File: config.mk
export PLATFORM = sky130hd
export DESIGN_NAME = acg_top
export DESIGN_NICKNAME = d
export VERILOG_FILES = /design/src/acg_pkg.sv /design/src/acg_top.sv /design/src/acg_axil_slave.sv /design/src/acg_regs.sv
export SDC_FILE = /design/constraint.sdc
export NUM_CORES = 1
export LEC_CHECK = 0
export BUFFER_PORTS_ARGS = -buffer_cell sky130_fd_sc_hd__buf_2
export CAP_MARGIN = 20
export CORE_MARGIN = 1.5
export CORE_UTILIZATION = 26
export CTS_CLUSTER_DIAMETER = 100
export DETAILED_ROUTE_END_ITERATION = 8
export SLEW_MARGIN = 20
export SYNTH_ARGS = -nofsm -noshare
export SYNTH_HDL_FRONTEND = slang
export SYNTH_HIERARCHICAL = 1
export SYNTH_SLANG_ARGS = --single-unit
File: constraint.sdc
create_clock -name aclk -period 1.8 [get_ports aclk]
set_input_delay 0 -clock aclk [delete_from_list [all_inputs] [get_ports aclk]]
set_output_delay 0 -clock aclk [all_outputs]
set_load 0.005 [all_outputs]
File: src/acg_pkg.sv
// Register map, field layout and reset values of the group-4 converter configuration bank
// Summary of operation
// With independent select set, each line 13-16 sends PRBS when its enable bit is 1.
// With independent select set, each line 13-16 takes its own 3-bit test pattern field.
// Corner field holds k for the high-pass filter; only 2 to 10 is legal.
// Corner setting reaches the group filter only while the filter enable is 1.
// Filter enable bit 0 turns the high-pass filter on; zero bypasses it.
// In 16-input mode converter n samples pair 2n-1 on 0, pair 2n on 1.
// All fields are read/write and reset to zero.
// Software writes zero to reserved bits; they never change device behaviour.
// Power-down bits shut off digital block, output line or analog block of channel.
// Invert bits invert converter data on lines 13-16 but never test patterns.
package acg_pkg;
  // Register indices; each register is one 32-bit word, byte address is four times
  localparam logic [7:0]  IDX_PAT_HPF    = 8'h39;
  localparam logic [7:0]  IDX_INSEL_PAT  = 8'h3b;
  localparam logic [7:0]  IDX_PDN_INV    = 8'h3c;
  localparam logic [11:0] ADDR_PAT_HPF   = {2'h0, IDX_PAT_HPF, 2'h0};
  localparam logic [11:0] ADDR_INSEL_PAT = {2'h0, IDX_INSEL_PAT, 2'h0};
  localparam logic [11:0] ADDR_PDN_INV   = {2'h0, IDX_PDN_INV, 2'h0};
  localparam logic [15:0] RST_PAT_HPF   = 16'h0000;
  localparam logic [15:0] RST_INSEL_PAT = 16'h0000;
  localparam logic [15:0] RST_PDN_INV   = 16'h0000;
  // Writable (non-reserved) bits of each register
  localparam logic [15:0] MASK_PAT_HPF   = 16'hffdf;
  localparam logic [15:0] MASK_INSEL_PAT = 16'h0ffc;
  localparam logic [15:0] MASK_PDN_INV   = 16'hffff;
  localparam int PRBS_EN_LSB   = 12;
  localparam int PAT13_LSB     = 9;
  localparam int PAT14_LSB     = 6;
  localparam int HPF_K_LSB     = 1;
  localparam int HPF_EN_BIT    = 0;
  localparam int INSEL_LSB     = 8;
  localparam int PAT15_LSB     = 5;
  localparam int PAT16_LSB     = 2;
  localparam int PDN_DIG_LSB   = 12;
  localparam int PDN_OUT_LSB   = 8;
  localparam int PDN_ANA_LSB   = 4;
  localparam int INV_LSB       = 0;
  localparam logic [3:0] HPF_K_MIN = 4'h2;
  localparam logic [3:0] HPF_K_MAX = 4'ha;
  localparam logic [1:0] RESP_OKAY   = 2'h0;
  localparam logic [1:0] RESP_SLVERR = 2'h2;
endpackage

File: src/acg_top.sv
// Group-4 converter configuration bank: AXI4-Lite registers driving channel controls
//
// Added by the designer: the AXI4-Lite register port.
module acg_top (
  // Clock and reset
  input  wire logic        aclk,
  input  wire logic        aresetn,
  // AXI4-Lite slave
  input  wire logic [11:0] s_awaddr,
  input  wire logic        s_awvalid,
  output logic             s_awready,
  input  wire logic [31:0] s_wdata,
  input  wire logic [3:0]  s_wstrb,
  input  wire logic        s_wvalid,
  output logic             s_wready,
  output logic [1:0]       s_bresp,
  output logic             s_bvalid,
  input  wire logic        s_bready,
  input  wire logic [11:0] s_araddr,
  input  wire logic        s_arvalid,
  output logic             s_arready,
  output logic [31:0]      s_rdata,
  output logic [1:0]       s_rresp,
  output logic             s_rvalid,
  input  wire logic        s_rready,
  // Mode inputs from the rest of the device
  input  wire logic        independent_pattern_select,
  input  wire logic        sixteen_input_mode,
  // Per-line test pattern controls, lines 13..16 at index 0..3
  output logic [3:0]       prbs_active,
  output logic [11:0]      test_pattern_sel,
  // High-pass filter
  output logic             highpass_enable_group4,
  output logic [3:0]       highpass_k_group4,
  output logic             highpass_k_illegal,
  // Input pair number per converter, 8 bits each
  output logic [31:0]      input_pair_num,
  // Power-down and inversion, index 0..3 is channel 13..16
  output logic [3:0]       digital_powerdown,
  output logic [3:0]       output_powerdown,
  output logic [3:0]       analog_powerdown,
  output logic [3:0]       data_invert_active
);
  logic        wr_go, wr_ok, rd_go, rd_ok;
  logic [11:0] wr_addr, rd_addr;
  logic [31:0] wr_data, rd_data;
  logic [3:0]  wr_strb;
  logic [15:0] pat_hpf_q, insel_pat_q, pdn_inv_q;

  acg_axil_slave u_bus (
    .aclk      (aclk),
    .aresetn   (aresetn),
    .s_awaddr  (s_awaddr),
    .s_awvalid (s_awvalid),
    .s_awready (s_awready),
    .s_wdata   (s_wdata),
    .s_wstrb   (s_wstrb),
    .s_wvalid  (s_wvalid),
    .s_wready  (s_wready),
    .s_bresp   (s_bresp),
    .s_bvalid  (s_bvalid),
    .s_bready  (s_bready),
    .s_araddr  (s_araddr),
    .s_arvalid (s_arvalid),
    .s_arready (s_arready),
    .s_rdata   (s_rdata),
    .s_rresp   (s_rresp),
    .s_rvalid  (s_rvalid),
    .s_rready  (s_rready),
    .wr_go     (wr_go),
    .wr_addr   (wr_addr),
    .wr_data   (wr_data),
    .wr_strb   (wr_strb),
    .wr_ok     (wr_ok),
    .rd_go     (rd_go),
    .rd_addr   (rd_addr),
    .rd_data   (rd_data),
    .rd_ok     (rd_ok)
  );

  acg_regs u_regs (
    .aclk        (aclk),
    .aresetn     (aresetn),
    .wr_go       (wr_go),
    .wr_addr     (wr_addr),
    .wr_data     (wr_data),
    .wr_strb     (wr_strb),
    .wr_ok       (wr_ok),
    .rd_addr     (rd_addr),
    .rd_data     (rd_data),
    .rd_ok       (rd_ok),
    .pat_hpf_q   (pat_hpf_q),
    .insel_pat_q (insel_pat_q),
    .pdn_inv_q   (pdn_inv_q)
  );

  // Field views, line 13 at index 0
  logic [3:0]  prbs_enable;
  logic [2:0]  test_pattern_out13, test_pattern_out14;
  logic [2:0]  test_pattern_out15, test_pattern_out16;
  logic [3:0]  k_field;
  logic [3:0]  input_pair_sel;
  logic [3:0]  test_active;

  // Register bit 15 is line 13, bit 12 is line 16
  assign prbs_enable = {pat_hpf_q[acg_pkg::PRBS_EN_LSB], pat_hpf_q[acg_pkg::PRBS_EN_LSB+1],
                        pat_hpf_q[acg_pkg::PRBS_EN_LSB+2], pat_hpf_q[acg_pkg::PRBS_EN_LSB+3]};
  assign test_pattern_out13 = pat_hpf_q[acg_pkg::PAT13_LSB +: 3];
  assign test_pattern_out14 = pat_hpf_q[acg_pkg::PAT14_LSB +: 3];
  assign test_pattern_out15 = insel_pat_q[acg_pkg::PAT15_LSB +: 3];
  assign test_pattern_out16 = insel_pat_q[acg_pkg::PAT16_LSB +: 3];
  assign k_field = pat_hpf_q[acg_pkg::HPF_K_LSB +: 4];
  // Bit 11 is converter 13, bit 8 converter 16
  assign input_pair_sel = {insel_pat_q[acg_pkg::INSEL_LSB], insel_pat_q[acg_pkg::INSEL_LSB+1],
                           insel_pat_q[acg_pkg::INSEL_LSB+2], insel_pat_q[acg_pkg::INSEL_LSB+3]};

  function automatic logic [7:0] pair_of(input logic [7:0] conv, input logic sel);
    return 8'((conv << 1) - 8'h01 + {7'h00, sel});
  endfunction

  always_comb begin
    for (int i = 0; i < 4; i++) begin
      test_active[i] = independent_pattern_select &&
                       (prbs_enable[i] || (test_pattern_sel[3*i +: 3] != 3'h0));
    end
  end

  // Test patterns per line
  always_ff @(posedge aclk) begin
    if (!aresetn) begin
      prbs_active      <= 4'h0;
      test_pattern_sel <= 12'h000;
    end else if (independent_pattern_select) begin
      prbs_active      <= prbs_enable;
      test_pattern_sel <= {test_pattern_out16, test_pattern_out15,
                           test_pattern_out14, test_pattern_out13};
    end else begin
      prbs_active      <= 4'h0;
      test_pattern_sel <= 12'h000;
    end
  end

  // High-pass filter; k held at zero while bypassed
  always_ff @(posedge aclk) begin
    if (!aresetn) begin
      highpass_enable_group4 <= 1'b0;
      highpass_k_group4      <= 4'h0;
      highpass_k_illegal     <= 1'b0;
    end else begin
      highpass_enable_group4 <= pat_hpf_q[acg_pkg::HPF_EN_BIT];
      highpass_k_group4      <= pat_hpf_q[acg_pkg::HPF_EN_BIT] ? k_field : 4'h0;
      // Flags software breaking the legal range of k while the filter enable is 1
      highpass_k_illegal <= pat_hpf_q[acg_pkg::HPF_EN_BIT] &&
                            (k_field < acg_pkg::HPF_K_MIN || k_field > acg_pkg::HPF_K_MAX);
    end
  end

  // Input pair per converter; only meaningful in 16-input mode
  always_ff @(posedge aclk) begin
    if (!aresetn) begin
      input_pair_num <= 32'h0000_0000;
    end else begin
      for (int i = 0; i < 4; i++) begin
        input_pair_num[8*i +: 8] <= sixteen_input_mode ?
          pair_of(8'(13 + i), input_pair_sel[i]) : 8'h00;
      end
    end
  end

  // Power-down and inversion; inversion suppressed while a test pattern is sent
  always_ff @(posedge aclk) begin
    if (!aresetn) begin
      digital_powerdown  <= 4'h0;
      output_powerdown   <= 4'h0;
      analog_powerdown   <= 4'h0;
      data_invert_active <= 4'h0;
    end else begin
      digital_powerdown  <= pdn_inv_q[acg_pkg::PDN_DIG_LSB +: 4];
      output_powerdown   <= pdn_inv_q[acg_pkg::PDN_OUT_LSB +: 4];
      analog_powerdown   <= pdn_inv_q[acg_pkg::PDN_ANA_LSB +: 4];
      data_invert_active <= pdn_inv_q[acg_pkg::INV_LSB +: 4] & ~test_active;
    end
  end

  prbs_follow_a: assert property (@(posedge aclk) disable iff (!aresetn)
    independent_pattern_select && pat_hpf_q[15] |=> prbs_active[0])
    else $error("line 13 prbs not active");
  pattern_gate_a: assert property (@(posedge aclk) disable iff (!aresetn)
    !independent_pattern_select |=> test_pattern_sel == 12'h000 && prbs_active == 4'h0)
    else $error("pattern without independent select");
  pattern_copy_a: assert property (@(posedge aclk) disable iff (!aresetn)
    independent_pattern_select |=> test_pattern_sel[2:0] == $past(pat_hpf_q[11:9]))
    else $error("line 13 pattern wrong");
  k_gate_a: assert property (@(posedge aclk) disable iff (!aresetn)
    !pat_hpf_q[0] |=> highpass_k_group4 == 4'h0 && !highpass_enable_group4)
    else $error("k applied while filter off");
  k_range_a: assert property (@(posedge aclk) disable iff (!aresetn)
    pat_hpf_q[0] && pat_hpf_q[4:1] == 4'hb |=> highpass_k_illegal)
    else $error("illegal k not flagged");
  pair_sel_a: assert property (@(posedge aclk) disable iff (!aresetn)
    sixteen_input_mode |=> input_pair_num[7:0] == (($past(insel_pat_q[11])) ? 8'h1a : 8'h19))
    else $error("converter 13 pair wrong");
  pdn_copy_a: assert property (@(posedge aclk) disable iff (!aresetn)
    1'b1 |=> output_powerdown == $past(pdn_inv_q[11:8]))
    else $error("output power-down mismatch");
  invert_mask_a: assert property (@(posedge aclk) disable iff (!aresetn)
    test_active[0] |=> !data_invert_active[0])
    else $error("inversion applied to test pattern");
endmodule // acg_top

File: src/acg_axil_slave.sv
// AXI4-Lite slave front end: takes one write and one read, returns one-cycle strobes
module acg_axil_slave (
  // Clock and reset
  input  wire logic        aclk,
  input  wire logic        aresetn,
  // AXI4-Lite
  input  wire logic [11:0] s_awaddr,
  input  wire logic        s_awvalid,
  output logic             s_awready,
  input  wire logic [31:0] s_wdata,
  input  wire logic [3:0]  s_wstrb,
  input  wire logic        s_wvalid,
  output logic             s_wready,
  output logic [1:0]       s_bresp,
  output logic             s_bvalid,
  input  wire logic        s_bready,
  input  wire logic [11:0] s_araddr,
  input  wire logic        s_arvalid,
  output logic             s_arready,
  output logic [31:0]      s_rdata,
  output logic [1:0]       s_rresp,
  output logic             s_rvalid,
  input  wire logic        s_rready,
  // Register side
  output logic             wr_go,
  output logic [11:0]      wr_addr,
  output logic [31:0]      wr_data,
  output logic [3:0]       wr_strb,
  input  wire logic        wr_ok,
  output logic             rd_go,
  output logic [11:0]      rd_addr,
  input  wire logic [31:0] rd_data,
  input  wire logic        rd_ok
);
  logic aw_held_q, w_held_q;

  always_ff @(posedge aclk) begin
    if (!aresetn) begin
      aw_held_q <= 1'b0;
      w_held_q  <= 1'b0;
      wr_addr   <= 12'h000;
      wr_data   <= 32'h0000_0000;
      wr_strb   <= 4'h0;
      wr_go     <= 1'b0;
      s_bvalid  <= 1'b0;
      s_bresp   <= acg_pkg::RESP_OKAY;
      s_awready <= 1'b0;
      s_wready  <= 1'b0;
    end else begin
      wr_go <= 1'b0;
      // Registered ready: low while that channel is held or a response is still owed
      s_awready <= !(aw_held_q || (s_awvalid && s_awready)) && !wr_go &&
                   !(s_bvalid && !s_bready);
      s_wready  <= !(w_held_q || (s_wvalid && s_wready)) && !wr_go &&
                   !(s_bvalid && !s_bready);
      if (s_awvalid && s_awready) begin
        aw_held_q <= 1'b1;
        wr_addr   <= s_awaddr;
      end
      if (s_wvalid && s_wready) begin
        w_held_q <= 1'b1;
        wr_data  <= s_wdata;
        wr_strb  <= s_wstrb;
      end
      if (aw_held_q && w_held_q && !wr_go && !s_bvalid) begin
        wr_go     <= 1'b1;
        aw_held_q <= 1'b0;
        w_held_q  <= 1'b0;
      end
      if (wr_go) begin
        s_bvalid <= 1'b1;
        s_bresp  <= wr_ok ? acg_pkg::RESP_OKAY : acg_pkg::RESP_SLVERR;
      end else if (s_bready) begin
        s_bvalid <= 1'b0;
      end
    end
  end

  always_ff @(posedge aclk) begin
    if (!aresetn) begin
      s_arready <= 1'b0;
      rd_go     <= 1'b0;
      rd_addr   <= 12'h000;
      s_rvalid  <= 1'b0;
      s_rdata   <= 32'h0000_0000;
      s_rresp   <= acg_pkg::RESP_OKAY;
    end else begin
      rd_go     <= 1'b0;
      // Must not wait for arvalid to drop, or a held request would never be taken
      s_arready <= !rd_go && !s_rvalid;
      if (s_arvalid && s_arready) begin
        rd_go     <= 1'b1;
        rd_addr   <= s_araddr;
        s_arready <= 1'b0;
      end
      if (rd_go) begin
        s_rvalid <= 1'b1;
        s_rdata  <= rd_data;
        s_rresp  <= rd_ok ? acg_pkg::RESP_OKAY : acg_pkg::RESP_SLVERR;
      end else if (s_rready) begin
        s_rvalid <= 1'b0;
      end
    end
  end
endmodule // acg_axil_slave

File: src/acg_regs.sv
// Three 16-bit configuration registers with byte-lane write and decoded read
module acg_regs (
  // Clock and reset
  input  wire logic        aclk,
  input  wire logic        aresetn,
  // Access strobes
  input  wire logic        wr_go,
  input  wire logic [11:0] wr_addr,
  input  wire logic [31:0] wr_data,
  input  wire logic [3:0]  wr_strb,
  output logic             wr_ok,
  input  wire logic [11:0] rd_addr,
  output logic [31:0]      rd_data,
  output logic             rd_ok,
  // Register contents
  output logic [15:0]      pat_hpf_q,
  output logic [15:0]      insel_pat_q,
  output logic [15:0]      pdn_inv_q
);
  function automatic logic [15:0] merge(input logic [15:0] old, input logic [31:0] d,
                                        input logic [3:0] s, input logic [15:0] m);
    logic [15:0] n;
    n = old;
    if (s[0]) n[7:0] = d[7:0];
    if (s[1]) n[15:8] = d[15:8];
    return n & m;
  endfunction

  function automatic logic [1:0] decode(input logic [11:0] a);
    logic [1:0] r;
    r = 2'h3;
    if (a[11:2] == acg_pkg::ADDR_PAT_HPF[11:2]) r = 2'h0;
    else if (a[11:2] == acg_pkg::ADDR_INSEL_PAT[11:2]) r = 2'h1;
    else if (a[11:2] == acg_pkg::ADDR_PDN_INV[11:2]) r = 2'h2;
    return r;
  endfunction

  logic [1:0] wsel, rsel;
  assign wsel  = decode(wr_addr);
  assign rsel  = decode(rd_addr);
  assign wr_ok = (wsel != 2'h3);
  assign rd_ok = (rsel != 2'h3);

  always_ff @(posedge aclk) begin
    if (!aresetn) begin
      pat_hpf_q   <= acg_pkg::RST_PAT_HPF;
      insel_pat_q <= acg_pkg::RST_INSEL_PAT;
      pdn_inv_q   <= acg_pkg::RST_PDN_INV;
    end else if (wr_go) begin
      // Reserved bits are never stored, so they cannot steer anything
      if (wsel == 2'h0)
        pat_hpf_q <= merge(pat_hpf_q, wr_data, wr_strb, acg_pkg::MASK_PAT_HPF);
      if (wsel == 2'h1)
        insel_pat_q <= merge(insel_pat_q, wr_data, wr_strb, acg_pkg::MASK_INSEL_PAT);
      if (wsel == 2'h2)
        pdn_inv_q <= merge(pdn_inv_q, wr_data, wr_strb, acg_pkg::MASK_PDN_INV);
    end
  end

  always_comb begin
    rd_data = 32'h0000_0000;
    if (rsel == 2'h0) rd_data[15:0] = pat_hpf_q;
    else if (rsel == 2'h1) rd_data[15:0] = insel_pat_q;
    else if (rsel == 2'h2) rd_data[15:0] = pdn_inv_q;
  end

  a_reset_zero_a: assert property (@(posedge aclk) !aresetn |=>
    (pat_hpf_q == 16'h0000 && insel_pat_q == 16'h0000 && pdn_inv_q == 16'h0000))
    else $error("register not zero after reset");
  a_reserved_zero_a: assert property (@(posedge aclk) disable iff (!aresetn)
    pat_hpf_q[5] == 1'b0 && insel_pat_q[15:12] == 4'h0 && insel_pat_q[1:0] == 2'h0)
    else $error("reserved bit stored");
  a_write_store_a: assert property (@(posedge aclk) disable iff (!aresetn)
    wr_go && wsel == 2'h2 && wr_strb == 4'hf |=> pdn_inv_q == $past(wr_data[15:0]))
    else $error("write not stored");
endmodule // acg_regs

* Word-level counts from Yosys, hierarchy flattened
Index checks and enable logic that the tools add are counted.
** Word-level totals
- Register bits after elaboration :: 182
- Bits in latches :: 0
- Bits in writable memories :: 0
- Bits in read-only memories :: 0
- Input bits :: 69
- Logic and storage cells :: 121
- Memories :: 0
** Operators by class
- Add/subtract/negate cells :: 4
- Multiply operators :: 0
- Divide/modulo/power cells :: 0
- Magnitude comparators :: 2
- Equal/unequal tests :: 12
- Shifts and indexed selects :: 0
- Mux-type cells :: 17
- Bitwise logic cells :: 3
- Reduce and logical (&&, ||, !) cells :: 51
** Operator list (number)
- == test 10 x 6 -> 1 bit (second input constant) :: 6
- 2-to-1 mux 16 bit :: 3
- adder 5 x 1 -> 6 bit (first input constant) :: 4
- AND reduction 3 bit :: 6
- logical AND 1 bit :: 17
- 2-to-1 mux 2 bit :: 6
- nonzero test 3 bit :: 4
- zero test 1 bit :: 8
- 2-to-1 mux 1 bit :: 8
- logical OR 1 bit :: 7
- AND reduction 2 bit :: 3
- AND 4 bit :: 1
- == test 2 x 1 -> 1 bit (second input constant) :: 2
- == test 2 bit (second input constant) :: 2
- > comparator 4 bit (second input constant) :: 1
- zero test 2 bit :: 2
- less-than comparator 4 x 2 -> 1 bit (second input constant) :: 1
- inequality test 2 bit (second input constant) :: 2
- NOT 4 bit :: 1
- nonzero test 2 bit :: 2
- OR reduction 2 bit :: 2
- NOT 1 bit :: 1

* Depth between registers and ports, before layout
Gate-level depths: netlist (run 1).
- Depth after elaboration :: 8
- Gate-level depth with buffers :: 7
- Gate-level depth less buffers :: 5

* Hierarchy
The synthesis (run 1) kept the hierarchy.
** By module, submodules not included
- acg_axil_slave :: times used 1, cells an instance 413, area each 4174.0 um^2, seq. area each 2062.0 um^2
- acg_regs :: times used 1, cells an instance 238, area each 2230.9 um^2, seq. area each 820.8 um^2
- acg_top :: times used 1, cells an instance 132, area each 1490.2 um^2, seq. area each 940.9 um^2

* Worst setup path before layout (run 1)
OpenSTA, ideal clock, no wires.
- Path kind :: register to register
- Start point :: register u_bus.wr_addr[9]
- End point :: register u_regs.pat_hpf_q[10]
- Library setup time :: 0.072 ns
- Arrival time :: 1.615 ns
- Path slack :: 0.113 ns
- Stages on the path, launching flop included :: 5
- Path buffers :: 1
- Period minus slack after synthesis :: 1.687 ns
- Cells stage by stage :: dfxtp_1 > or3b_1 > buf_6 > nor4_4 > mux2i_1
** Between the ends
- Word-level cells in the longest chain between the ends :: 6
** RTL lines
- from (decl) :: line acg_axil_slave.sv:26 : output logic [11:0] wr_addr,
- from (signal assigned) :: line acg_axil_slave.sv:58 : wr_addr <= s_awaddr;
- == test 10 x 6 -> 1 bit :: line acg_regs.sv:34 : else if (a[11:2] == acg_pkg::ADDR_PDN_INV[11:2]) r = 2'h2;
- 2-to-1 mux 1 bit :: line acg_regs.sv:34
- 2-to-1 mux 2 bit :: line acg_regs.sv:33 : else if (a[11:2] == acg_pkg::ADDR_INSEL_PAT[11:2]) r = 2'h1;
- 2-to-1 mux 2 bit (*) :: line acg_regs.sv:32 : if (a[11:2] == acg_pkg::ADDR_PAT_HPF[11:2]) r = 2'h0;
- zero test 2 bit (*) :: line acg_regs.sv:51 : if (wsel == 2'h0)
- AND reduction 3 bit (no source line) (*)
- to (signal assigned) :: line acg_regs.sv:46 : pat_hpf_q <= acg_pkg::RST_PAT_HPF;
- to (signal assigned) :: line acg_regs.sv:52 : pat_hpf_q <= merge(pat_hpf_q, wr_data, wr_strb, acg_pkg::MASK_PAT_HPF);
- to (decl) :: line acg_regs.sv:16 : output logic [15:0] pat_hpf_q,
Mark *: on every way between the ends. The rest lies on a longest branch, timed or not.
A chain may end at the register's enable or synchronous reset.

* Final worst setup path (run 1)
- Start point :: register u_bus.wr_addr[5]
- End point :: register u_regs.pdn_inv_q[11]
** Between the ends
- Word-level cells in the longest chain between the ends :: 6
** RTL lines
- == test 10 x 6 -> 1 bit :: line acg_regs.sv:34
- 2-to-1 mux 1 bit :: line acg_regs.sv:34
- 2-to-1 mux 2 bit :: line acg_regs.sv:33
- 2-to-1 mux 2 bit (*) :: line acg_regs.sv:32
- == test 2 bit (*) :: line acg_regs.sv:55 : if (wsel == 2'h2)
- AND reduction 3 bit (no source line) (*)
- to (signal assigned) :: line acg_regs.sv:48 : pdn_inv_q <= acg_pkg::RST_PDN_INV;
- to (signal assigned) :: line acg_regs.sv:56 : pdn_inv_q <= merge(pdn_inv_q, wr_data, wr_strb, acg_pkg::MASK_PDN_INV);
- to (decl) :: line acg_regs.sv:18 : output logic [15:0] pdn_inv_q
Marks and branches as above.

==> run summary, run 1 <==
In the routed design, unresolved DRC markers number 14. The run gives 6.223 mW as the internal power of the cells. Leaving out fill and tap cells, the most frequent cell in the layout is sky130_fd_sc_hd__dfxtp_1. For the setup violation total in the final timing report, the log shows 0.

The final critical-path setup slack is 0.1134 ns. The tools report the sort of element at the start of the critical path as a flop. The effective utilization at floorplan is 0.2660. After the last flow step, the layout net total stands at 915. Width of the die: 166.5 um. The H-tree was split into 4 levels.

The power spent charging and discharging nets was 1.944 mW. Data on the critical path arrives at its endpoint at 2.03 ns. The routability-driven placement congestion ratio is 0.8105, and the worst relative slew slack is 0.5498.

For the part of the total power dissipated in combinational logic, the log shows 0.071. Registers take 3385 sq um. The first-iteration detailed-routing DRC count was 307.

On the final layout, the worst clock skew is 0.01037 ns. The critical path in this run is classified as flop to flop. Buffers placed on the I/O ports in this run total 143.

The routed design has 17780 um of wire. The run gives 0 as the max-slew violation total from the final report. During I/O placement, the number of pins put on the boundary was 180. The count of final hold-check violations was 0; the count of standard-cell rows was 59.

The first detailed-routing pass took 7 iterations. The first global-routing pass estimated 27180 um of wire. The largest net degree at the start of global routing came out at 104. In this run the deepest clock path goes through 2 buffers. VDD sags by at most 0.0004434 V. Summing over every cut layer, the via total after detailed routing is 5268. During synthesis, Yosys emitted a total of 6 warnings.

The count of nets left with antenna violations once routing finished came out at 0. The tools report the sequential cell fraction of total power as 0.472. The logs give 0.1260 for the total routing usage reported by global routing and 0.42 ns for the latest clock arrival within the worst-skew pair. The flop-to-flop setup slack was 0.11 ns; the power density of the placed cells was 921.1 nW/um^2.

In the layout the commonest cells are sky130_fd_sc_hd__dfxtp_1 (168), sky130_fd_sc_hd__buf_2 (143), sky130_fd_sc_hd__mux2i_1 (73). Counting the fill cells in the layout gives 2737. The tools report the area of the die as 27730 sq um. The antenna diode count is 0. Setup repair after global routing left no endpoint under its margin. Switching fraction of total power: 0.2380. The worst path in the final design needs a cycle of 1.687 ns, including I/O delays and setup. TritonCTS built the clock tree. Summed over all nets, the half-perimeter wirelength after detailed placement is 12340 um. The synthesized area was 6952 sq um; the total number of clock tree sinks was 169.

The leakage power came out at 3.787 nW. In this run the worst path has a maximum fanout of 8. The number of antenna violations at the first check in global routing is 0.

Buffers inserted during clock tree synthesis total 17. Final hold analysis gives a worst-case slack of 0.01240 ns. Relative to the synthesized area, the layout overhead comes to 27.56%. Summing all placed instances gives a cell area of 7806 sq um.

The tools report the clock network fraction of design power as 0.457. After technology mapping, the gate count stands at 686. For the worst setup path, the data required time is 2.14 ns.

The routed via count divided by cell count was 4.412. Before CTS, the worst setup slack after placement is 0.1157 ns. The fraction of the cycle the final worst path needs came out at 0.9370. Die span in y: 166.5 um. The checks that failed: design-rule violations.

The worst setup path is captured at a flop. The core outline area was 26130 sq um. Average detailed-routed wire length per instance: 14.89 um. At the pin with the least slew margin, the transition time is 0.6754 ns.

Share of cells above drive strength 1: 0.2957. The mean post-synth cell area is 10.13 sq um. Clock-pin slew was measured on the worst setup and hold paths at 0.07 ns. The run finished, with violations left. In the final layout, the multi-input gates occupy 2964 sq um. Number of max-cap violations: 0.

Derived from the worst setup path, the maximum achievable clock frequency is 0.5929 GHz. For the number of global-route vias before repair, the log shows 4846. The total overflow reported by the global router is 0.

The clock tree root driver cell was sky130_fd_sc_hd__clkbuf_16. The final total negative setup slack was 0 ns. The min-delay analysis places its worst path in the category input port to flop. For the post-route cell area, the log shows 8867 sq um.
==> final cells by class <==
type                       instances  area share
clock buffer                      20     0.05150
clock inverter                    12     0.01594
inverter                           4    0.001693
multi-input combinational        437      0.3343
sequential                       169      0.3817
tap                              335     0.04727
timing repair buffer             217      0.1676
==> per-stage QoR <==
stage / util / cells / total power, mW
floorplan: - / 713 / 4.369
global placement: 0.2987 / 1116 / 4.437
detailed placement: 0.2987 / 1116 / 4.444
CTS: 0.3392 / 1194 / 8.283
global route: 0.3393 / 1194 / 8.511
finish: 0.3393 / 1194 / 8.167
==> registers in the layout, indices dropped and copies added, names as in the netlist, 9 cells and up <==
register and flops:
input_pair_num 9, u_regs/pat_hpf_q 15, u_bus/rd_addr 10, u_bus/wr_data 16, u_bus/s_rdata 32, test_pattern_sel 12, u_bus/wr_addr 10, u_regs/insel_pat_q 10
u_regs/pdn_inv_q 16
==> metal layers <==
layer  wire, um  vias to the layer above  global-route usage  part of all wire
li1           -                     2637                   -                 -
met1       8449                     2461              0.1679              0.48
met2       8005                      158              0.2004              0.45
met3       1124                       12             0.03256             0.063
met4        200                        0             0.03597             0.011
met5          0                        -                   0                 0
==> power by group through the flow <==
stage / combinational [mW] / sequential (mW) / clock, mW
CTS: 0.584 / 3.85 / 3.85
global placement: 0.501 / 3.94 / 0
detailed placement: 0.505 / 3.94 / 0
global route: 0.641 / 3.86 / 4.01
finish: 0.584 / 3.85 / 3.73
floorplan: 0.441 / 3.93 / 0
==> worst paths after layout <==
path	from	end	cells past startpoint
min	aresetn	u_bus/rd_addr[4]	3
max	u_bus/wr_addr[5]	u_regs/pdn_inv_q[11]	5
min reg2reg	u_bus/s_rvalid	u_bus/s_arready	1
max reg2reg	u_bus/wr_addr[5]	u_regs/pdn_inv_q[11]	5
==> worst max-delay path: stages, from the launching register on <==
cell,delay [ns]
sky130_fd_sc_hd__dfxtp_1,0.32
sky130_fd_sc_hd__or3b_1,0.34
sky130_fd_sc_hd__buf_4,0.20
sky130_fd_sc_hd__nor4_4,0.35
sky130_fd_sc_hd__buf_12,0.19
sky130_fd_sc_hd__mux2i_1,0.20
==> what timing repair did <==
| action | CTS | global route |
|---|---|---|
| hold buffers | 46 | 0 |
| resized for setup | 0 | 1 |
| endpoints found under the setup margin | 0 | 1 |
| setup buffers | 0 | 0 |
| endpoints found under the hold margin | 67 | 0 |
Note: power is estimated with default switching activity, not from simulation.
==> run 2: changes to the inputs <==
--- a/config.mk
+++ b/config.mk
@@ -5,12 +5,14 @@
 export SDC_FILE = /design/constraint.sdc
 export NUM_CORES = 1
 export LEC_CHECK = 0
+export ABC_AREA = 1
 export BUFFER_PORTS_ARGS = -buffer_cell sky130_fd_sc_hd__buf_2
 export CAP_MARGIN = 20
 export CORE_MARGIN = 1.5
 export CORE_UTILIZATION = 26
 export CTS_CLUSTER_DIAMETER = 100
 export DETAILED_ROUTE_END_ITERATION = 8
+export SKIP_LAST_GASP = 1
 export SLEW_MARGIN = 20
 export SYNTH_ARGS = -nofsm -noshare
 export SYNTH_HDL_FRONTEND = slang
==> run summary, run 2 <==
The run gives 27200 sq um (-1.9%) as the area of the die. Among all stages on the critical path, the largest delay is contributed by sky130_fd_sc_hd__dfxtp_1. The power density of the placed cells was 959.2 nW/um^2 (+4.1%). Total routing usage reported by global routing: 0.1359 (+0.009922). The delay of the slowest cell on the worst path came out at 0.31 ns (-0.04 ns). Leaving out fill and tap cells, the most frequent cell in the layout is sky130_fd_sc_hd__nor2_1.

Number of max-cap violations: 0 (unchanged). The logs give 25910 sq um (-0.85%) for the core outline area and 0.0004675 V (+5.4%) for the peak supply drop. The detailed placer's ending HPWL was 13110 um (+6.2%).

The signal on the critical path passes through nor2_1 > nand3_1 > nor2_2 > buf_4 > nand3_1 > a21oi_1 > nor2_1 > nor2_1. The placed standard-cell area came out at 7536 sq um (-3.5%). The logs give 180 (unchanged) for the count of boundary I/O pins and 0.22 ns (+0.11 ns) for the flop-to-flop setup slack. The run gives 0.02554 ns (+0.01314 ns) as the final hold slack. Area growth from synthesis to layout: 25.23%. Endpoint with the worst hold slack: u_bus/wr_addr[7]. The largest fanout of any net on the critical path was 11 (+3); the max-slew violation total from the final report was 0 (unchanged). The mean post-synth cell area works out to 7.704 sq um (-24%).

The register with the most flip-flops in the final layout is u_bus/s_rdata. The tools report the worst path arrival time as 1.93 ns (-0.10 ns). In the layout the commonest cells are sky130_fd_sc_hd__nor2_1 (204), sky130_fd_sc_hd__dfxtp_1 (169), sky130_fd_sc_hd__buf_2 (142). The data required time at the worst endpoint came out at 2.16 ns (+0.02 ns). The logs give 0 ns (unchanged) for the final total negative setup slack and 6 (unchanged) for the number of synthesis warnings. The tree is rooted in a sky130_fd_sc_hd__clkbuf_16.

The run gives 27900 um (+2.7%) as the wire length of the first global-routing pass. Count of input and output buffers: 143 (unchanged). The flow ran to the end, and the final reports show no timing, DRC or antenna violations. The logs give 0 (unchanged) for the number of antenna violations at the first check in global routing and 0.43 ns (about the same) for the latest clock arrival within the worst-skew pair. The logs give 0.01308 ns (+0.002709 ns) for the worst clock skew and 0.6342 GHz (+7.0%) for the top achievable clock speed. The DRC violations left came out at 0 (-14).

For the post-route cell area, the log shows 8538 sq um (-3.7%). The largest net degree at the start of global routing is 39 (-63%). The tools report the total number of clock tree sinks as 169 (unchanged).

Number of global-route vias before repair: 5292 (+9.2%). The run gives 5875 (+12%) as the total number of vias. The critical path capture point type was a flop.

The final critical-path setup slack was 0.2232 ns (+0.1097 ns). TritonCTS built the clock tree. The terminus of the critical flop-to-flop path was u_bus/s_rdata[3]. The run gives 0.2631 (-0.002893) as the effective utilization at floorplan. The number of cells traversed by the worst register-to-register path is 8 (+3), and the total overflow reported by the global router is 0 (unchanged).

The aggregate routed wire length was 18370 um (+3.3%). The setup violation total in the final timing report is 0 (unchanged). Beginning of the worst hold path: aresetn.

The die span in y is 164.9 um (-0.95%), and the leakage power is 3.992 nW (+5.4%). Routed via count divided by cell count: 4.242 (-3.9%). The critical path is of the flop to flop type. The synthesized area was 6818 sq um (-1.9%); the routability-driven placement congestion ratio was 0.8445 (+4.2%). Minimum clock period: 1.577 ns (-0.1097 ns). Average detailed-routed wire length per instance: 13.27 um (-11%). The tools report the detailed-router iteration count before antenna repair as 5 (-2).

The antenna diode count came out at 0 (unchanged). The clock-pin slew on the worst setup and hold paths came out at 0.07 ns (about the same). For the final net count, the log shows 1108 (+21%). For the first-iteration detailed-routing DRC count, the log shows 559 (+82%). The count of final hold-check violations came out at 0 (unchanged).

The startpoint of the worst register-to-register path is u_bus/rd_addr[9]. The flip-flop count of the largest register after layout is 32 (unchanged), and the gate count after technology mapping is 885 (+29%). The remaining antenna violation count was 0 (unchanged); the number of H-tree levels was 4 (unchanged).

The largest registers in the layout are u_bus/s_rdata x32, u_bus/wr_data x16, u_regs/pdn_inv_q x16. The transition at the pin with the smallest max-transition slack is 0.7482 ns (+0.07287 ns). The width of the die works out to 164.9 um (-0.95%). The critical path startpoint is u_bus/rd_addr[9]. Setup repair after global routing left no endpoint under its margin. The fraction of the cycle the final worst path needs works out to 0.8760 (-0.06097). The sort of element at the start of the critical path was a flop. In this design, the largest share of critical-path delay is due to simple AND/OR/NAND/NOR gates. The share of cells above drive strength 1 came out at 0.2238 (-0.07188). The most frequent cell on the critical path is sky130_fd_sc_hd__nor2_1. The count of standard-cell rows is 59 (unchanged), and the TritonCTS buffer count is 17 (unchanged). The run gives 2 (unchanged) as the largest buffer count on any clock path. The hold-critical path depth is 3 (unchanged), and the worst path buffer plus inverter count is 1 (-1). The classification of the worst-slack hold path is input port to flop. The worst relative slew slack was 0.5006 (-0.04913). Post-placement worst setup slack: 0.2700 ns (+0.1543 ns).
==> run 2: cell types whose count changed in the layout (fill, tap and decap cells not counted), moves of 31 or more <==
cell,before,now
sky130_fd_sc_hd__o21ai_0,0,60
sky130_fd_sc_hd__nor2_1,38,204
sky130_fd_sc_hd__mux2i_1,73,0
sky130_fd_sc_hd__nand2_1,60,126
sky130_fd_sc_hd__inv_1,3,72
sky130_fd_sc_hd__and3_1,31,0
sky130_fd_sc_hd__a21bo_2,33,0
==> run 2: how the worst max path moves through the flow <==
stage                             end  cells past startpoint  slack (ns)
finish               u_bus/s_rdata[3]                      8        0.22
global placement    u_bus/s_rdata[13]                      7        0.30
CTS                  u_bus/s_rdata[6]                      8        0.22
detailed placement  u_bus/s_rdata[13]                      7        0.27
global route        u_bus/s_rdata[13]                      7        0.04
floorplan            u_bus/s_rdata[8]                      9        0.51
==> run 2: per-layer routing <==
layer | vias up | track usage | part of all wire
met5 | - | 0 | 0
met1 | 2661 | 0.1780 | 0.47
met2 | 181 | 0.2150 | 0.45
met3 | 23 | 0.02988 | 0.058
li1 | 3010 | - | -
met4 | 0 | 0.05651 | 0.021
==> run 2: stage by stage <==
| step | instances | total power, mW | util |
|---|---|---|---|
| 6_report | 1385 | 8.190 | 0.3295 |
| 5_1_grt | 1385 | 8.511 | 0.3295 |
| 4_1_cts | 1385 | 8.297 | 0.3295 |
| 3_5_place_dp | 1313 | 4.526 | 0.2908 |
| 3_3_place_gp | 1313 | 4.513 | 0.2908 |
| 2_1_floorplan | 912 | 4.402 | - |
==> run 2: worst reg2reg max path: stages, from the launching register on <==
cell	delay [ns]
sky130_fd_sc_hd__dfxtp_1	0.31
sky130_fd_sc_hd__nor2_1	0.10
sky130_fd_sc_hd__nand3_1	0.17
sky130_fd_sc_hd__nor2_2	0.19
sky130_fd_sc_hd__buf_4	0.21
sky130_fd_sc_hd__nand3_1	0.10
sky130_fd_sc_hd__a21oi_1	0.22
sky130_fd_sc_hd__nor2_1	0.07
sky130_fd_sc_hd__nor2_1	0.12
==> run 2: what timing repair did <==
item	in CTS	in global routing
hold buffers	42	0
endpoints found under the hold margin	65	0
buffers inserted	0	0
resized for setup	0	0
==> run 2: area by class of cell <==
type / instances / area, sq um
clock buffer: 18 / 439.2
clock inverter: 12 / 142.6
fill: 2777 / 17370
inverter: 78 / 292.8
multi-input combinational: 575 / 2600
sequential: 169 / 3383
tap: 335 / 419.2
timing repair buffer: 198 / 1261
==> run 2: report_power, final <==
group / total (mW) / leakage, nW / switching, mW / internal [mW]
registers: 3.93 / 1.37 / 0.0820 / 3.85
logic: 0.574 / 2.34 / 0.334 / 0.240
clock network: 3.68 / 0.277 / 1.59 / 2.09
==> run 3: changes to the inputs <==
--- a/config.mk
+++ b/config.mk
@@ -12,6 +12,7 @@
 export CORE_UTILIZATION = 26
 export CTS_CLUSTER_DIAMETER = 100
 export DETAILED_ROUTE_END_ITERATION = 8
+export REMOVE_ABC_BUFFERS = 1
 export SKIP_LAST_GASP = 1
 export SLEW_MARGIN = 20
 export SYNTH_ARGS = -nofsm -noshare
==> run summary, run 3 (synthesis gave the netlist of run 2 again) <==
The run gives 0 (unchanged) as the count of cells resized by post-cts repair. The area of the die is 27200 sq um (unchanged). The leakage power is 4.039 nW (+1.2%).

The latest clock arrival within the worst-skew pair was 0.43 ns (about the same); the routed via count divided by cell count was 4.223 (-0.44%). The count of final hold-check violations is 0 (unchanged). The total routing usage reported by global routing was 0.1370 (+0.001134). The largest fanout of any net on the critical path was 13 (+2); the transition at the pin with the smallest max-transition slack was 0.7637 ns (+0.01546 ns). The largest registers in the layout are u_bus/s_rdata x32, u_bus/wr_data x16, u_regs/pdn_inv_q x16. The first-iteration detailed-routing DRC count is 404 (-28%), and the top achievable clock speed is 0.6128 GHz (-3.4%). In this run the clock root is driven by a sky130_fd_sc_hd__clkbuf_16. The area growth from synthesis to layout was 26.59%; the die span in y was 164.9 um (unchanged). The power density of the placed cells is 921.9 nW/um^2 (-3.9%), and the layout filler cell count is 2814 (+1.3%).

Aggregate routed wire length: 18450 um (+0.43%). The run finished with clean final reports. The total overflow reported by the global router was 0 (unchanged); the minimum clock period was 1.632 ns (+0.05511 ns). The worst relative slew slack was 0.4903 (-0.01032); the data required time at the worst endpoint was 2.12 ns (-0.04 ns).

The tools report the routability-driven placement congestion ratio as 0.7830 (-7.3%). The tools report the number of H-tree levels as 4 (unchanged). The worst setup path is launched from a flop. The classification of the worst-slack hold path was input port to flop.

The logs give 59 (unchanged) for the count of standard-cell rows and 0 (unchanged) for the number of max-cap violations. In the layout the commonest cells are sky130_fd_sc_hd__nor2_1 (204), sky130_fd_sc_hd__dfxtp_1 (169), sky130_fd_sc_hd__buf_2 (142). The tools report the number of global-route vias before repair as 5384 (+1.7%). The share of cells above drive strength 1 was 0.2249 (+0.001120); the antenna diode count was 0 (unchanged).

The worst setup path is captured at a flop. The average detailed-routed wire length per instance is 13.16 um (-0.79%), and the fraction of the cycle the final worst path needs is 0.9066 (+0.03062). The count of input and output buffers is 143 (unchanged), and the core outline area is 25910 sq um (unchanged). For the post-CTS setup buffer count, the log shows 0 (unchanged).

Setup repair after global routing left no endpoint under its margin. TritonCTS built the clock tree. The flip-flop count of the largest register after layout was 32 (unchanged); the effective utilization at floorplan was 0.2631 (unchanged). The DRC violations left was 0 (unchanged). The kind of critical path was flop to flop.

The width of the die was 164.9 um (unchanged); the largest buffer count on any clock path was 2 (unchanged). The worst clock skew came out at 0.01160 ns (-0.001481 ns). TritonCTS buffer count: 17 (unchanged). Most common cell after layout, fill and taps aside: sky130_fd_sc_hd__nor2_1.

The post-route cell area came out at 8631 sq um (+1.1%). The total number of vias was 5921 (+0.78%); the peak supply drop was 0.0005385 V (+15%). For the final hold slack, the log shows 0.04383 ns (+0.01829 ns). The remaining antenna violation count was 0 (unchanged); the setup violation total in the final timing report was 0 (unchanged). The clock-pin slew on the worst setup and hold paths was 0.07 ns (about the same); the placed standard-cell area was 7561 sq um (+0.33%).

The run gives 180 (unchanged) as the count of boundary I/O pins. The worst path arrival time is 1.96 ns (+0.03 ns). The run gives 1124 (+1.4%) as the final net count. The detailed placer's ending HPWL was 12680 um (-3.3%); the max-slew violation total from the final report was 0 (unchanged). The total number of clock tree sinks is 169 (unchanged), and the largest net degree at the start of global routing is 50 (+28%). The wire length of the first global-routing pass is 28550 um (+2.3%), and the number of antenna violations at the first check in global routing is 0 (unchanged). For the detailed-router iteration count before antenna repair, the log shows 5 (unchanged). The register with the most flip-flops is u_bus/s_rdata.
## run 3: worst paths after layout
path                        from          endpoint  slack (ns)  cells past startpoint
setup reg to reg  u_bus/s_wready  u_bus/wr_strb[1]        0.17                      5
setup / recovery  u_bus/s_wready  u_bus/wr_strb[1]        0.17                      5
hold reg to reg   u_bus/s_rvalid   u_bus/s_arready        0.44                      1
hold / removal          s_wvalid    u_bus/s_wready        0.04                      4
## run 3: what timing repair did
action / CTS / global route
hold buffers: 53 / 0
setup endpoints to repair: 0 / 0
endpoints found under the hold margin: 60 / 0
## run 3: power breakdown
part	total [mW]	switching, mW	internal (mW)
clock network	3.42	1.62	1.80
registers	3.92	0.0727	3.85
logic	0.610	0.346	0.264
## run 3: final cells by class
| type | count | area, sq um | area share |
|---|---|---|---|
| inverters | 78 | 292.8 | 0.03392 |
| well taps | 335 | 419.2 | 0.04856 |
| repair buffers | 214 | 1396 | 0.1618 |
| multi-input cells | 575 | 2600 | 0.3012 |
| clock inverters | 13 | 110.1 | 0.01276 |
| clock buffers | 18 | 429.2 | 0.04972 |
| flip-flops and latches | 169 | 3383 | 0.3920 |
## run 3: critical path: stages, from the launching register on
cell and delay (ns):
sky130_fd_sc_hd__dfxtp_1 0.34, sky130_fd_sc_hd__nand2_2 0.17, sky130_fd_sc_hd__buf_4 0.26, sky130_fd_sc_hd__o21ai_0 0.15, sky130_fd_sc_hd__dlygate4sd3_1 0.56, sky130_fd_sc_hd__nor2_1 0.04
## run 3: per-layer routing
metal  GRT usage  share of wire  vias to the layer above
li1            -              -                     3040
met1      0.1835           0.47                     2709
met2      0.2179           0.47                      156
met3     0.03390          0.054                       16
met4     0.03767         0.0084                        0
met5           0              0                        -
## run 3: through the flow
stage	worst slack [ns]	cells	TNS, ns	power (mW)	utilization
2_1_floorplan	-0.05901	822	-0.5916	4.257	-
3_3_place_gp	0.2658	1318	0	4.518	0.2918
3_5_place_dp	0.2484	1318	0	4.528	0.2918
4_1_cts	0.1790	1402	0	8.078	0.3331
5_1_grt	0.07333	1402	0	8.335	0.3331
6_report	0.1680	1402	0	7.957	0.3331
